[src/tec_fault_pkg.sv]
/*
 * tec_fault_pkg: register map, field layout, reset values, error codes and
 * timing constants of the heatsink / fan / tuning fault monitor.
 * Assumes a 25 MHz system clock and a 32-bit AXI4-Lite register bus.
 */
package tec_fault_pkg;

   // clock and time base
   localparam int unsigned CLK_HZ = 25_000_000;
   localparam int unsigned TICK_TIME_US = 1_000;
   localparam int unsigned TICK_CYCLES = CLK_HZ / 1_000_000 * TICK_TIME_US;
   localparam int unsigned FAN_SLOW_TIME_S = 12;
   localparam int unsigned FAN_SLOW_CYCLES = FAN_SLOW_TIME_S * CLK_HZ;
   localparam int unsigned FAN_STOP_TIME_S = 10;
   localparam int unsigned FAN_STOP_CYCLES = FAN_STOP_TIME_S * CLK_HZ;

   // fixed thresholds
   localparam logic [11:0] ADC_LOW_LIMIT = 12'h028;
   localparam logic [11:0] ADC_HIGH_LIMIT = 12'hfd2;
   localparam logic [4:0] RATE_RUN_LEN = 5'h14;
   localparam logic [7:0] TUNE_DISC_PCT = 8'h28;
   localparam logic [1:0] TUNE_FAIL_RUN = 2'h3;
   localparam logic [7:0] PWM_FULL_PCT = 8'h64;
   localparam logic [7:0] PWM_STOP_PCT = 8'h23;
   localparam logic [7:0] FAN_SLOW_PCT = 8'h3c;

   // error codes
   localparam logic [7:0] ERR_NONE = 8'h00;
   localparam logic [7:0] ERR_ADC_LOW = 8'h8c;
   localparam logic [7:0] ERR_ADC_HIGH = 8'h8d;
   localparam logic [7:0] ERR_TEMP_LOW = 8'h8e;
   localparam logic [7:0] ERR_TEMP_HIGH = 8'h8f;
   localparam logic [7:0] ERR_TEMP_RATE = 8'h90;
   localparam logic [7:0] ERR_TUNE_TEMP = 8'hab;
   localparam logic [7:0] ERR_TUNE_PERIOD = 8'hac;
   localparam logic [7:0] ERR_TUNE_REG = 8'had;
   localparam logic [7:0] ERR_FAN_SLOW = 8'haf;
   localparam logic [7:0] ERR_FAN_STOP = 8'hb0;
   localparam logic [7:0] ERR_STAB = 8'hb6;
   localparam logic [7:0] ERR_WDOG = 8'hb7;
   localparam int unsigned NUM_COND = 12;

   // register byte offsets
   localparam logic [7:0] OFS_CTRL = 8'h00;
   localparam logic [7:0] OFS_ERR = 8'h04;
   localparam logic [7:0] OFS_LOW_THR = 8'h08;
   localparam logic [7:0] OFS_HIGH_THR = 8'h0c;
   localparam logic [7:0] OFS_MAX_CHG = 8'h10;
   localparam logic [7:0] OFS_FAN_NOM = 8'h14;
   localparam logic [7:0] OFS_STAB_TO = 8'h18;
   localparam logic [7:0] OFS_WDOG_TO = 8'h1c;
   localparam logic [7:0] OFS_COND = 8'h20;

   // field positions
   localparam int unsigned CTRL_EN_BIT = 0;
   localparam int unsigned CTRL_STAB_ARM_BIT = 1;
   localparam int unsigned ERR_VALID_BIT = 8;

   // reset values
   localparam logic [15:0] RST_LOW_THR = 16'hff00;
   localparam logic [15:0] RST_HIGH_THR = 16'h0500;
   localparam logic [15:0] RST_MAX_CHG = 16'h0010;
   localparam logic [15:0] RST_FAN_NOM = 16'h0bb8;
   localparam logic [31:0] RST_STAB_TO = 32'h0000_0000;
   localparam logic [31:0] RST_WDOG_TO = 32'h0000_0000;

   localparam logic [1:0] RESP_OKAY = 2'h0;
   localparam logic [1:0] RESP_SLVERR = 2'h2;

   // software configuration carried as one bundle
   typedef struct packed {
      logic enable;
      logic stab_arm;
      logic [15:0] low_thr;
      logic [15:0] high_thr;
      logic [15:0] max_chg;
      logic [15:0] fan_nom;
      logic [31:0] stab_to;
      logic [31:0] wdog_to;
   } cfg_t;

   // latest measurement cycle result
   typedef struct packed {
      logic [11:0] adc;
      logic [15:0] temp;
   } sink_meas_t;

   localparam cfg_t CFG_RESET = '{enable: 1'b1, stab_arm: 1'b0, low_thr: RST_LOW_THR,
      high_thr: RST_HIGH_THR, max_chg: RST_MAX_CHG, fan_nom: RST_FAN_NOM,
      stab_to: RST_STAB_TO, wdog_to: RST_WDOG_TO};

endpackage

[src/tec_fault_monitor.sv]
/*
 * tec_fault_monitor: heatsink sensor, tuning, fan, stability and watchdog
 * supervision with a latched first error number and a halt output.
 * Assumes all measurement inputs come from logic on SYS_CLK_IN; registers
 * are reached over AXI4-Lite.
 */
// The register offsets and the AXI4-Lite interface to the registers were chosen for this implementation.
module tec_fault_monitor import tec_fault_pkg::*; #(
   parameter int unsigned TICK_LEN = TICK_CYCLES,          // cycles per timeout tick
   parameter int unsigned FAN_SLOW_LEN = FAN_SLOW_CYCLES,  // fan slow hold cycles
   parameter int unsigned FAN_STOP_LEN = FAN_STOP_CYCLES   // fan stop hold cycles
) (
   input wire logic SYS_CLK_IN,               // system clock
   input wire logic RSTN_IN,                  // async reset, active low
   input wire logic [7:0] S_AXI_AWADDR_IN,    // write address
   input wire logic S_AXI_AWVALID_IN,         // write address valid
   output logic S_AXI_AWREADY_OUT,            // write address ready
   input wire logic [31:0] S_AXI_WDATA_IN,    // write data
   input wire logic [3:0] S_AXI_WSTRB_IN,     // byte strobes
   input wire logic S_AXI_WVALID_IN,          // write data valid
   output logic S_AXI_WREADY_OUT,             // write data ready
   output logic [1:0] S_AXI_BRESP_OUT,        // write response
   output logic S_AXI_BVALID_OUT,             // write response valid
   input wire logic S_AXI_BREADY_IN,          // write response ready
   input wire logic [7:0] S_AXI_ARADDR_IN,    // read address
   input wire logic S_AXI_ARVALID_IN,         // read address valid
   output logic S_AXI_ARREADY_OUT,            // read address ready
   output logic [31:0] S_AXI_RDATA_OUT,       // read data
   output logic [1:0] S_AXI_RRESP_OUT,        // read response
   output logic S_AXI_RVALID_OUT,             // read data valid
   input wire logic S_AXI_RREADY_IN,          // read data ready
   input wire logic MEAS_VALID_IN,            // one pulse per measurement cycle
   input wire logic [11:0] SINK_ADC_IN,       // heatsink adc raw value
   input wire logic [15:0] SINK_TEMP_IN,      // heatsink temperature, signed
   input wire logic TUNE_RUN_IN,              // auto-tuning active
   input wire logic TUNE_DONE_IN,             // tuning attempt finished, pulse
   input wire logic [7:0] TUNE_TEMP_DISC_IN,  // temperature discrepancy, percent
   input wire logic [7:0] TUNE_PER_DISC_IN,   // period discrepancy, percent
   input wire logic REG_LIMIT_IN,             // regulator at output limit
   input wire logic REG_RUN_IN,               // regulator running
   input wire logic [7:0] FAN_PWM_IN,         // fan pwm level, percent
   input wire logic [15:0] FAN_SPEED_IN,      // measured fan speed
   input wire logic STABLE_IN,                // temperature stable
   input wire logic PKT_RX_IN,                // packet received, pulse
   output logic [7:0] ERR_CODE_OUT,           // latched first error number
   output logic FAULT_OUT,                    // error latched
   output logic HALT_OUT                      // halt controller output
);

   // merge written bytes into an old word
   function automatic logic [31:0] merge(input logic [31:0] old, input logic [31:0] data,
         input logic [3:0] strb);
      logic [31:0] res;
      res = old;
      for (int i = 0; i < 4; i++) begin
         if (strb[i]) begin
            res[8*i +: 8] = data[8*i +: 8];
         end
      end
      return res;
   endfunction

   // lowest error code among active conditions
   function automatic logic [7:0] pick(input logic [NUM_COND-1:0] c);
      logic [7:0] codes [NUM_COND];
      logic [7:0] res;
      codes = '{ERR_ADC_LOW, ERR_ADC_HIGH, ERR_TEMP_LOW, ERR_TEMP_HIGH, ERR_TEMP_RATE,
         ERR_TUNE_TEMP, ERR_TUNE_PERIOD, ERR_TUNE_REG, ERR_FAN_SLOW, ERR_FAN_STOP,
         ERR_STAB, ERR_WDOG};
      res = ERR_NONE;
      for (int i = NUM_COND - 1; i >= 0; i--) begin
         if (c[i]) begin
            res = codes[i];
         end
      end
      return res;
   endfunction

   function automatic logic is_addr(input logic [7:0] a, input logic [7:0] ofs);
      return a == ofs;
   endfunction

   cfg_t cfg;
   sink_meas_t prev;
   logic have_prev;
   logic prev_dir;
   logic [4:0] rate_cnt;
   logic [1:0] tune_fails;
   logic tune_temp_bad;
   logic tune_per_bad;
   logic [31:0] tick_cnt;
   logic tick;
   logic [7:0] aw_addr;
   logic [31:0] w_data;
   logic [3:0] w_strb;
   logic [31:0] next_rdata;
   logic [NUM_COND-1:0] cond;

   // write channel decode
   wire do_write = !S_AXI_AWREADY_OUT && !S_AXI_WREADY_OUT && !S_AXI_BVALID_OUT;
   wire wr_ctrl = do_write && is_addr(aw_addr, OFS_CTRL);
   wire wr_err = do_write && is_addr(aw_addr, OFS_ERR);
   wire wr_low = do_write && is_addr(aw_addr, OFS_LOW_THR);
   wire wr_high = do_write && is_addr(aw_addr, OFS_HIGH_THR);
   wire wr_chg = do_write && is_addr(aw_addr, OFS_MAX_CHG);
   wire wr_nom = do_write && is_addr(aw_addr, OFS_FAN_NOM);
   wire wr_stab = do_write && is_addr(aw_addr, OFS_STAB_TO);
   wire wr_wdog = do_write && is_addr(aw_addr, OFS_WDOG_TO);
   wire wr_hit = wr_ctrl || wr_err || wr_low || wr_high || wr_chg || wr_nom || wr_stab || wr_wdog
      || is_addr(aw_addr, OFS_COND);
   wire err_clear = wr_err && w_strb[1] && w_data[ERR_VALID_BIT];

   // sink measurement arithmetic
   wire signed [16:0] delta = $signed({SINK_TEMP_IN[15], SINK_TEMP_IN}) - $signed({prev.temp[15], prev.temp});
   wire [16:0] delta_abs = delta[16] ? 17'(-delta) : 17'(delta);
   wire fast = have_prev && (delta_abs > {1'b0, cfg.max_chg});
   wire dir = delta[16];
   wire tune_fail = (TUNE_TEMP_DISC_IN > TUNE_DISC_PCT) || (TUNE_PER_DISC_IN > TUNE_DISC_PCT);
   wire [23:0] fan_meas_pct = 24'(FAN_SPEED_IN) * 24'(PWM_FULL_PCT);
   wire [23:0] fan_need_pct = 24'(cfg.fan_nom) * 24'(FAN_SLOW_PCT);
   wire fan_slow_now = (FAN_PWM_IN == PWM_FULL_PCT) && (fan_meas_pct < fan_need_pct);
   wire fan_stop_now = (FAN_SPEED_IN == 16'h0000) && (FAN_PWM_IN > PWM_STOP_PCT);
   wire stab_wait = cfg.stab_arm && !STABLE_IN;
   wire wdog_wait = !PKT_RX_IN;
   wire fan_slow_hit;
   wire fan_stop_hit;
   wire stab_hit;
   wire wdog_hit;
   wire [7:0] new_code = pick(cond);
   wire any_err = cfg.enable && (new_code != ERR_NONE);

   // present fault conditions, bit order follows code order
   assign cond[0] = prev.adc < ADC_LOW_LIMIT;
   assign cond[1] = prev.adc > ADC_HIGH_LIMIT;
   assign cond[2] = have_prev && ($signed(prev.temp) < $signed(cfg.low_thr));
   assign cond[3] = have_prev && ($signed(prev.temp) > $signed(cfg.high_thr));
   assign cond[4] = rate_cnt == RATE_RUN_LEN;
   assign cond[5] = (tune_fails == TUNE_FAIL_RUN) && tune_temp_bad;
   assign cond[6] = (tune_fails == TUNE_FAIL_RUN) && tune_per_bad;
   assign cond[7] = TUNE_RUN_IN && (REG_LIMIT_IN || !REG_RUN_IN);
   assign cond[8] = fan_slow_hit;
   assign cond[9] = fan_stop_hit;
   assign cond[10] = stab_hit;
   assign cond[11] = wdog_hit;
   assign tick = tick_cnt == 32'(TICK_LEN - 1);

   // fan and timeout hold timers
   hold_timer u_fan_slow (
      .clk(SYS_CLK_IN), .rst_n(RSTN_IN), .cond(fan_slow_now), .tick(1'b1),
      .limit(32'(FAN_SLOW_LEN)), .hit(fan_slow_hit)
   );
   hold_timer u_fan_stop (
      .clk(SYS_CLK_IN), .rst_n(RSTN_IN), .cond(fan_stop_now), .tick(1'b1),
      .limit(32'(FAN_STOP_LEN)), .hit(fan_stop_hit)
   );
   hold_timer u_stab (
      .clk(SYS_CLK_IN), .rst_n(RSTN_IN), .cond(stab_wait), .tick(tick),
      .limit(cfg.stab_to), .hit(stab_hit)
   );
   hold_timer u_wdog (
      .clk(SYS_CLK_IN), .rst_n(RSTN_IN), .cond(wdog_wait), .tick(tick),
      .limit(cfg.wdog_to), .hit(wdog_hit)
   );

   // timeout tick prescaler
   always_ff @(posedge SYS_CLK_IN or negedge RSTN_IN) begin
      if (!RSTN_IN) begin
         tick_cnt <= 32'h0000_0000;
      end else begin
         tick_cnt <= tick ? 32'h0000_0000 : tick_cnt + 32'h0000_0001;
      end
   end

   // capture each measurement and track same-direction fast changes
   always_ff @(posedge SYS_CLK_IN or negedge RSTN_IN) begin
      if (!RSTN_IN) begin
         prev <= '{adc: 12'h800, temp: 16'h0000};
         have_prev <= 1'b0;
         prev_dir <= 1'b0;
         rate_cnt <= 5'h00;
      end else if (MEAS_VALID_IN) begin
         prev <= '{adc: SINK_ADC_IN, temp: SINK_TEMP_IN};
         have_prev <= 1'b1;
         prev_dir <= dir;
         if (!fast) begin
            rate_cnt <= 5'h00;
         end else if (rate_cnt != 5'h00 && dir != prev_dir) begin
            rate_cnt <= 5'h01;
         end else if (rate_cnt != RATE_RUN_LEN) begin
            rate_cnt <= rate_cnt + 5'h01;
         end
      end
   end

   // consecutive tuning failures
   always_ff @(posedge SYS_CLK_IN or negedge RSTN_IN) begin
      if (!RSTN_IN) begin
         tune_fails <= 2'h0;
         tune_temp_bad <= 1'b0;
         tune_per_bad <= 1'b0;
      end else if (TUNE_DONE_IN) begin
         tune_temp_bad <= TUNE_TEMP_DISC_IN > TUNE_DISC_PCT;
         tune_per_bad <= TUNE_PER_DISC_IN > TUNE_DISC_PCT;
         if (!tune_fail) begin
            tune_fails <= 2'h0;
         end else if (tune_fails != TUNE_FAIL_RUN) begin
            tune_fails <= tune_fails + 2'h1;
         end
      end
   end

   // first error latch, a new error wins over a clear in the same cycle
   always_ff @(posedge SYS_CLK_IN or negedge RSTN_IN) begin
      if (!RSTN_IN) begin
         ERR_CODE_OUT <= ERR_NONE;
         FAULT_OUT <= 1'b0;
         HALT_OUT <= 1'b0;
      end else if (any_err && (!FAULT_OUT || err_clear)) begin
         ERR_CODE_OUT <= new_code;
         FAULT_OUT <= 1'b1;
         HALT_OUT <= 1'b1;
      end else if (err_clear) begin
         ERR_CODE_OUT <= ERR_NONE;
         FAULT_OUT <= 1'b0;
         HALT_OUT <= 1'b0;
      end
   end

   // configuration registers
   always_ff @(posedge SYS_CLK_IN or negedge RSTN_IN) begin
      if (!RSTN_IN) begin
         cfg <= CFG_RESET;
      end else begin
         if (wr_ctrl && w_strb[0]) begin
            cfg.enable <= w_data[CTRL_EN_BIT];
            cfg.stab_arm <= w_data[CTRL_STAB_ARM_BIT];
         end
         if (wr_low) cfg.low_thr <= 16'(merge({16'h0000, cfg.low_thr}, w_data, w_strb));
         if (wr_high) cfg.high_thr <= 16'(merge({16'h0000, cfg.high_thr}, w_data, w_strb));
         if (wr_chg) cfg.max_chg <= 16'(merge({16'h0000, cfg.max_chg}, w_data, w_strb));
         if (wr_nom) cfg.fan_nom <= 16'(merge({16'h0000, cfg.fan_nom}, w_data, w_strb));
         if (wr_stab) cfg.stab_to <= merge(cfg.stab_to, w_data, w_strb);
         if (wr_wdog) cfg.wdog_to <= merge(cfg.wdog_to, w_data, w_strb);
      end
   end

   // axi write address, data and response
   always_ff @(posedge SYS_CLK_IN or negedge RSTN_IN) begin
      if (!RSTN_IN) begin
         S_AXI_AWREADY_OUT <= 1'b1;
         S_AXI_WREADY_OUT <= 1'b1;
         S_AXI_BVALID_OUT <= 1'b0;
         S_AXI_BRESP_OUT <= RESP_OKAY;
         aw_addr <= 8'h00;
         w_data <= 32'h0000_0000;
         w_strb <= 4'h0;
      end else begin
         if (S_AXI_AWREADY_OUT && S_AXI_AWVALID_IN) begin
            S_AXI_AWREADY_OUT <= 1'b0;
            aw_addr <= S_AXI_AWADDR_IN;
         end
         if (S_AXI_WREADY_OUT && S_AXI_WVALID_IN) begin
            S_AXI_WREADY_OUT <= 1'b0;
            w_data <= S_AXI_WDATA_IN;
            w_strb <= S_AXI_WSTRB_IN;
         end
         if (do_write) begin
            S_AXI_BVALID_OUT <= 1'b1;
            S_AXI_BRESP_OUT <= wr_hit ? RESP_OKAY : RESP_SLVERR;
         end else if (S_AXI_BVALID_OUT && S_AXI_BREADY_IN) begin
            S_AXI_BVALID_OUT <= 1'b0;
            S_AXI_AWREADY_OUT <= 1'b1;
            S_AXI_WREADY_OUT <= 1'b1;
         end
      end
   end

   // read data selection
   always_comb begin
      if (is_addr(S_AXI_ARADDR_IN, OFS_CTRL)) begin
         next_rdata = {30'h0000_0000, cfg.stab_arm, cfg.enable};
      end else if (is_addr(S_AXI_ARADDR_IN, OFS_ERR)) begin
         next_rdata = {23'h00_0000, FAULT_OUT, ERR_CODE_OUT};
      end else if (is_addr(S_AXI_ARADDR_IN, OFS_LOW_THR)) begin
         next_rdata = {16'h0000, cfg.low_thr};
      end else if (is_addr(S_AXI_ARADDR_IN, OFS_HIGH_THR)) begin
         next_rdata = {16'h0000, cfg.high_thr};
      end else if (is_addr(S_AXI_ARADDR_IN, OFS_MAX_CHG)) begin
         next_rdata = {16'h0000, cfg.max_chg};
      end else if (is_addr(S_AXI_ARADDR_IN, OFS_FAN_NOM)) begin
         next_rdata = {16'h0000, cfg.fan_nom};
      end else if (is_addr(S_AXI_ARADDR_IN, OFS_STAB_TO)) begin
         next_rdata = cfg.stab_to;
      end else if (is_addr(S_AXI_ARADDR_IN, OFS_WDOG_TO)) begin
         next_rdata = cfg.wdog_to;
      end else if (is_addr(S_AXI_ARADDR_IN, OFS_COND)) begin
         next_rdata = {20'h0_0000, cond};
      end else begin
         next_rdata = 32'h0000_0000;
      end
   end

   wire rd_hit = S_AXI_ARADDR_IN <= OFS_COND && S_AXI_ARADDR_IN[1:0] == 2'h0;

   // axi read channel, answer one cycle after the address is taken
   always_ff @(posedge SYS_CLK_IN or negedge RSTN_IN) begin
      if (!RSTN_IN) begin
         S_AXI_ARREADY_OUT <= 1'b1;
         S_AXI_RVALID_OUT <= 1'b0;
         S_AXI_RDATA_OUT <= 32'h0000_0000;
         S_AXI_RRESP_OUT <= RESP_OKAY;
      end else if (S_AXI_ARREADY_OUT && S_AXI_ARVALID_IN) begin
         S_AXI_ARREADY_OUT <= 1'b0;
         S_AXI_RVALID_OUT <= 1'b1;
         S_AXI_RDATA_OUT <= next_rdata;
         S_AXI_RRESP_OUT <= rd_hit ? RESP_OKAY : RESP_SLVERR;
      end else if (S_AXI_RVALID_OUT && S_AXI_RREADY_IN) begin
         S_AXI_RVALID_OUT <= 1'b0;
         S_AXI_ARREADY_OUT <= 1'b1;
      end
   end

endmodule

[src/hold_timer.sv]
/*
 * hold_timer: counts ticks while a condition stays true and reports when
 * the count reaches a limit. Limit zero disables it.
 * Assumes cond and tick come from logic on the same clock.
 */
module hold_timer (
   input wire logic clk,              // system clock
   input wire logic rst_n,            // async reset, active low
   input wire logic cond,             // condition being timed
   input wire logic tick,             // count enable pulse
   input wire logic [31:0] limit,     // ticks to reach
   output logic hit                   // condition held long enough
);

   logic [31:0] cnt;

   // count while condition holds, drop to zero when it goes away
   always_ff @(posedge clk or negedge rst_n) begin
      if (!rst_n) begin
         cnt <= 32'h0000_0000;
      end else if (!cond) begin
         cnt <= 32'h0000_0000;
      end else if (tick && cnt != limit) begin
         cnt <= cnt + 32'h0000_0001;
      end
   end

   // report
   assign hit = cond && (limit != 32'h0000_0000) && (cnt == limit);

endmodule

[config.mk]
export PLATFORM = sky130hd
export DESIGN_NAME = tec_fault_monitor
export DESIGN_NICKNAME = d
export VERILOG_FILES = /design/src/tec_fault_pkg.sv /design/src/tec_fault_monitor.sv /design/src/hold_timer.sv
export SDC_FILE = /design/constraint.sdc
export NUM_CORES = 1
export LEC_CHECK = 0
export BUFFER_PORTS_ARGS = -buffer_cell sky130_fd_sc_hd__buf_2
export CAP_MARGIN = 20
export CORE_MARGIN = 3
export CORE_UTILIZATION = 56
export DETAILED_ROUTE_END_ITERATION = 8
export PLACE_DENSITY = 0.78
export RECOVER_POWER = 50
export SETUP_SLACK_MARGIN = 0.2
export SYNTH_ARGS = -nofsm -noshare
export SYNTH_HDL_FRONTEND = slang
export SYNTH_SLANG_ARGS = --single-unit
[constraint.sdc]
create_clock -name SYS_CLK_IN -period 5.55 [get_ports SYS_CLK_IN]
set_clock_uncertainty 0.2 [all_clocks]
set_input_delay 1.11 -clock SYS_CLK_IN [delete_from_list [all_inputs] [get_ports SYS_CLK_IN]]
set_output_delay 1.11 -clock SYS_CLK_IN [all_outputs]
set_load 0.005 [all_outputs]
# Yosys cells after proc, flatten, opt, wreduce, memory -nomap -nowiden
# Index checks and enable logic that the tools add are counted.
# word_totals
ff_bits,423
input_bits,134
output_inout_bits,51
elab_cells,242
# op_classes
addsub,9
mul,2
order_cmp,10
n_eq_ne,36
muxes,54
n_reduce_logical,87
# op_table
cell,n
$mux 32,17
$add 32x1->32 const B,5
$mux 8,14
$eq 32x32->1,2
$eq 8x5->1 const B,8
$ne 32x32->1,2
$reduce_bool 32->1,2
$logic_and 1x1->1,39
$reduce_and 2->1,18
$eq 32x15->1 const B,1
$eq 32x28->1 const B,1
$eq 32x29->1 const B,1
$eq 8x4->1 const B,4
$ne 32x28->1 const B,1
$ne 32x29->1 const B,1
$gt 8x6->1 const B,3
$lt 23x22->1,1
$mul 16x5->21 const B,1
$mul 16x4->20 const B,1
$gt 17x16->1,1
$mux 17,1
$neg 17->17,1
$sub 16x16->17,1
$eq 8x3->1 const B,2
28 further kinds,70

# Longest topological paths before layout
# depth
depth_word,19
ltp_mapped,23
mapped_depth_nobuf,23

# Hierarchy
# Synthesis repeated with hierarchy kept, for this count alone.
# unflattened
cells_unflattened,2861
hier_area_um2,27659.0
# modules_own_cells
mod,n_inst,cells_each,area_per_inst_um2
tec_fault_monitor,1,1749,18295.0
hold_timer,4,278,2341.0

# Worst setup path before layout
# OpenSTA, ideal clock, no wires.
# synth_timing
path_kind,input to register
from,input port FAN_SPEED_IN[2]
to,register ERR_CODE_OUT[1]
setup_ns,0.101
arrival_time_ns,5.522
required_time_ns,5.249
setup_slack_ns,-0.273
path_stages,20
path_buffers,0
cell_sequence,inv_1 > ha_1 > ha_1 > fa_1 > ha_1 > a21oi_1 > o21ai_0 > a31oi_1 > a21oi_1 > a211o_1 > a21oi_1 > xnor2_1 > ha_1 > a2111oi_0 > o2111ai_1 > nor3_1 > nand3_1 > a31oi_4 > inv_2 > o32ai_1
# synth_between
elab_chain_len,17
# synth_rtl
element,line,text
"start, declared",tec_fault_monitor.sv:42,"input wire logic [15:0] FAN_SPEED_IN,"
$mul 16x5->21 or $logic_not 16->1 (tied branches),"tec_fault_monitor.sv:119, tec_fault_monitor.sv:122",
$lt 23x22->1 or $logic_and 1x1->1 (tied branches),"tec_fault_monitor.sv:121, tec_fault_monitor.sv:122",
$logic_and 1x1->1 (on tied branches),"tec_fault_monitor.sv:121, hold_timer.sv:29",
$logic_and 1x1->1 or $mux 8 (tied branches),"hold_timer.sv:29, tec_fault_monitor.sv:72",
$mux 8 * (9 in series),tec_fault_monitor.sv:72,if (c[i]) begin
$reduce_bool 8->1,tec_fault_monitor.sv:130,wire any_err = cfg.enable && (new_code != ERR_NONE);
$logic_and 1x1->1,tec_fault_monitor.sv:130,
$logic_and 1x1->1,tec_fault_monitor.sv:218,end else if (any_err && (!FAULT_OUT || err_clear)) begin
$mux 8 or $reduce_bool 2->1 (tied branches),n/a,
"end signal, assigned",tec_fault_monitor.sv:219,ERR_CODE_OUT <= new_code;
"end, declared",tec_fault_monitor.sv:45,"output logic [7:0] ERR_CODE_OUT,"
# Every way passes the cells marked *; elsewhere a longest branch is shown, timed or not.
# A chain may end at the register's enable or synchronous reset.

# Final worst setup path
# layout_timing
from,register cfg[65] (netlist name)
to,register ERR_CODE_OUT[5]
# layout_between
elab_chain_len,17
# layout_rtl
element,line,text
"start, declared",tec_fault_monitor.sv:83,cfg_t cfg;
$mul 16x4->20 *,tec_fault_monitor.sv:120,wire [23:0] fan_need_pct = 24'(cfg.fan_nom) * 24'(FAN_SLOW_PCT);
$lt 23x22->1 *,tec_fault_monitor.sv:121,wire fan_slow_now = (FAN_PWM_IN == PWM_FULL_PCT) && (fan_meas_pct < fan_need_pct);
$logic_and 1x1->1 *,tec_fault_monitor.sv:121,
$logic_and 1x1->1 *,hold_timer.sv:29,assign hit = cond && (limit != 32'h0000_0000) && (cnt == limit);
$mux 8 * (9 in series),tec_fault_monitor.sv:72,
$reduce_bool 8->1,tec_fault_monitor.sv:130,
$logic_and 1x1->1,tec_fault_monitor.sv:130,
$logic_and 1x1->1,tec_fault_monitor.sv:218,
$mux 8 or $reduce_bool 2->1 (tied branches),n/a,
# Marked as above.

==> flow_summary.ini <==
[run_status]
status = finished, violations left
violations = max-capacitance violations, max-slew violations

[synthesis]
syn-instance-count = 2584
synth_ff_type = dfrtp_1
ys_seq_area_share_pct = 41.3
yosysWarningCount = 0
avgSynthCellArea_sq_um = 9.88
syn-cell-area_sq_um = 25500
async_flop_share_pct = 100
synth_edf_count = 0
synth_cell_types = 94
ys_ff_latch = 420

[critical_path]
path_max_fanout = 6
required_ps = 5840
critPathLaunchType = flip-flop
r2r_cells = 24
crit_path_cell_trace = buf_6 > fa_2 > fa_1 > inv_2 > fa_2 > nor2b_4 > o21ai_4 > a21oi_4 > o21ai_2 > o211ai_1 > buf_4 > nand2_2 > xor2_1 > ha_1 > a21oi_2 > o21ai_2 > a21oi_2 > o2111ai_2 > nor3_2 > nand3_4 > a31oi_4 > buf_6 > nor2_2 > a31o_2
critical-path-slowest-cell = fa_1
critPathKind = flip-flop to flip-flop
worst_ep_arrival_time_ps = 5750
slowest_delay_ps = 540
endpoint_kind = flip-flop

[sta]
tightest_slew_ps = 2950
worst_hold_slack_ps = 262
maxSlewViolCount = 439
fmax_ghz = 0.183
rsz0062_at_grt = true
fin_crit_ps = 5460
hold_viol = 0
slew_headroom_pct = -96.3
final-setup-viol-count = 0
period_share_pct = 98.4
fin_setup_tns_ps = 0

[pwr]
vdd_drop_max_mv = 0.233
p_per_area_nw_per_um2 = 345
pwr-share-comb_pct = 29.8
intPower_w = 0.00689
p_sw_w = 0.00349
seqPwrFrac_pct = 38.8
switching_share_pct = 33.6
clock_power_share_pct = 31.4
leakage_nw = 14.0

[cts]
clock_path_buffers = 3
holdBufCountCts = 0
clkSlewWorstSetupHoldPaths_ps = 70
cts.htree.levels = 2
worst_skew_pair.late_latency_ps = 590
cts.sinks = 420
cts_tree = done
cts_made_buffers = 44
clock-root-buffer = clkbuf_16

[detailed_routing]
drc = 0
via_per_inst = 5.97
routed.top_layer = met5
wl_met1_microns = 27500
first_pass_iters = 7
dr_wl_met2_microns = 32900
routed_wl_microns = 68200
ant_nets = 0
wl_per_cell_microns = 19.5
wl_met3_microns = 4620
vias = 20900
dr.first_iter.drc_count = 1734

[layout]
layout_commonest_cell = dfrtp_1
syn_to_final_growth_pct = 17.8
drive_above_1_share_pct = 23.6
final_cell_mix = dfrtp_1 (396), nand2_1 (226), nor2_1 (207)
nets = 3220
fin_cells = 3498
final_area_sq_um = 30100
fin_util_pct = 67.4

[die]
core_sq_um = 44600
dieArea_sq_um = 48200
rows = 77
die_w_microns = 219
ios = 185
start_util_pct = 57.2
die_h_microns = 219

[global_route]
grt_util_all_layers_pct = 28.3
first_global_vias = 21300
overflow = 0
grt_max_degree = 114
antenna_found_initial = 5
grt_pass1_wl_microns = 109000

[place]
place_congestion = 0.965
place_area_sq_um = 28100
portBuffers = 181
placedCellCount = 3398
post-dp-hpwl_microns = 51300

[min_path]
min_path_type = flip-flop to flip-flop
worstHoldPathCells = 1

[run]
drv_cap = 7
per-layer routing:
layer  vias up  GRT usage (%)
li1       9651              -
met1     10300           36.6
met2       736           46.9
met3       183           4.78
met4         6           12.6
met5         -              0
repair_timing:
action,4_1_cts,5_1_grt
resized for setup,30,40
buffers inserted,10,7
pin swaps,21,31
setup endpoints to repair,30,45
kinds of logic after synthesis:
logic type / after synthesis / synth area share (%)
muxes: 163 / 7.17
adders and majority gates: 217 / 11.8
DFF: 420 / 41.3
AOI/OAI and AO/OA: 436 / 11.0
xor gates and xnor gates: 251 / 8.61
and+or+nand+nor: 818 / 15.9
buffers and inverters: 278 / 4.17
other: 1 / 0.0147
synth_stat cells (6+ instances only):
master,number,area share (%)
o21ai_0,154,3.0
nor4b_1,8,0.27
xor2_1,167,5.7
xnor2_1,84,2.9
a222oi_1,12,0.47
clkbuf_1,56,0.82
a211o_1,7,0.24
ha_1,176,8.6
dfstp_2,23,2.4
a21oi_1,91,1.8
o211ai_1,10,0.29
fa_1,41,3.2
inv_1,213,3.1
nand4_1,57,1.4
dfrtp_1,397,39
o31ai_1,8,0.24
or3_1,28,0.69
nor4_1,51,1.3
and4_1,10,0.34
a22oi_1,25,0.74
nand3b_1,6,0.18
a31oi_1,14,0.34
mux2_2,159,7.0
and3_1,38,0.93
o21bai_1,8,0.24
a22o_1,6,0.21
a21o_1,18,0.53
o21a_1,13,0.38
or4_1,6,0.18
nand2_1,229,3.4
and2_1,9,0.22
nand3_1,74,1.5
or2_2,6,0.15
nor2_1,211,3.1
a221oi_1,16,0.55
nand2b_1,11,0.27
nor2b_1,15,0.37
nor3_1,32,0.63
final cells by class:
type                    instances  area (sq um)
diodes                          1          2.50
clock buffers                  59          1250
clock inverters                23           367
fillers                      3320         14500
inverters                     214           821
multi-input cells            1888         14500
flip-flops and latches        420         10500
well taps                     592           741
repair buffers                301          1840
worst paths after layout:
kind / slack (ps) / to / from
hold reg to reg: 260 / tick_cnt[0]$_DFF_PN0_ / tick_cnt[0]$_DFF_PN0_
hold / removal: 260 / tick_cnt[0]$_DFF_PN0_ / tick_cnt[0]$_DFF_PN0_
min in group asynchronous: 1240 / w_data[8]$_DFFE_PN0P_ / RSTN_IN
setup / recovery: 90 / ERR_CODE_OUT[5]$_DFFE_PN0P_ / cfg[65]$_DFFE_PN0P_
max in group asynchronous: 810 / u_stab.cnt[27]$_DFFE_PN0P_ / RSTN_IN
setup reg to reg: 90 / ERR_CODE_OUT[5]$_DFFE_PN0P_ / cfg[65]$_DFFE_PN0P_
power groups by stage:
stage,clock (W),combinational (W),sequential [W]
floorplan,0,0.00205,0.00376
global placement,0,0.00278,0.00402
detailed placement,0,0.00291,0.00404
CTS,0.00329,0.00298,0.00400
global route,0.00342,0.00346,0.00406
finish,0.00326,0.00309,0.00403
per-stage QoR:
stage	power [W]	worst slack, ps
detailed placement	0.00695	-394
global placement	0.00680	-227
finish	0.0104	86.5
floorplan	0.00581	164
global route	0.0109	-111
CTS	0.0103	-9.07
registers in the layout, summed over array words and instances, names as in the netlist, 2 cells and up:
signal / cells
w_data: 32
tick_cnt: 32
ERR_CODE_OUT: 7
cfg: 130
prev: 28
aw_addr: 8
u_wdog.cnt: 32
u_fan_slow.cnt: 32
S_AXI_RDATA_OUT: 32
tune_fails: 2
u_fan_stop.cnt: 32
u_stab.cnt: 32
w_strb: 4
rate_cnt: 5
worst max-delay path, delay by kind of cell (launching register included):
family / cells / cell delay [ps]
adders and majority gates: 4 / 1710
AOI/OAI and AO/OA: 10 / 1650
and+or+nand+nor: 5 / 660
buffers and inverters: 4 / 510
DFF: 1 / 440
xor gates and xnor gates: 1 / 160
No activity file was read; power rests on OpenSTA's default activity.
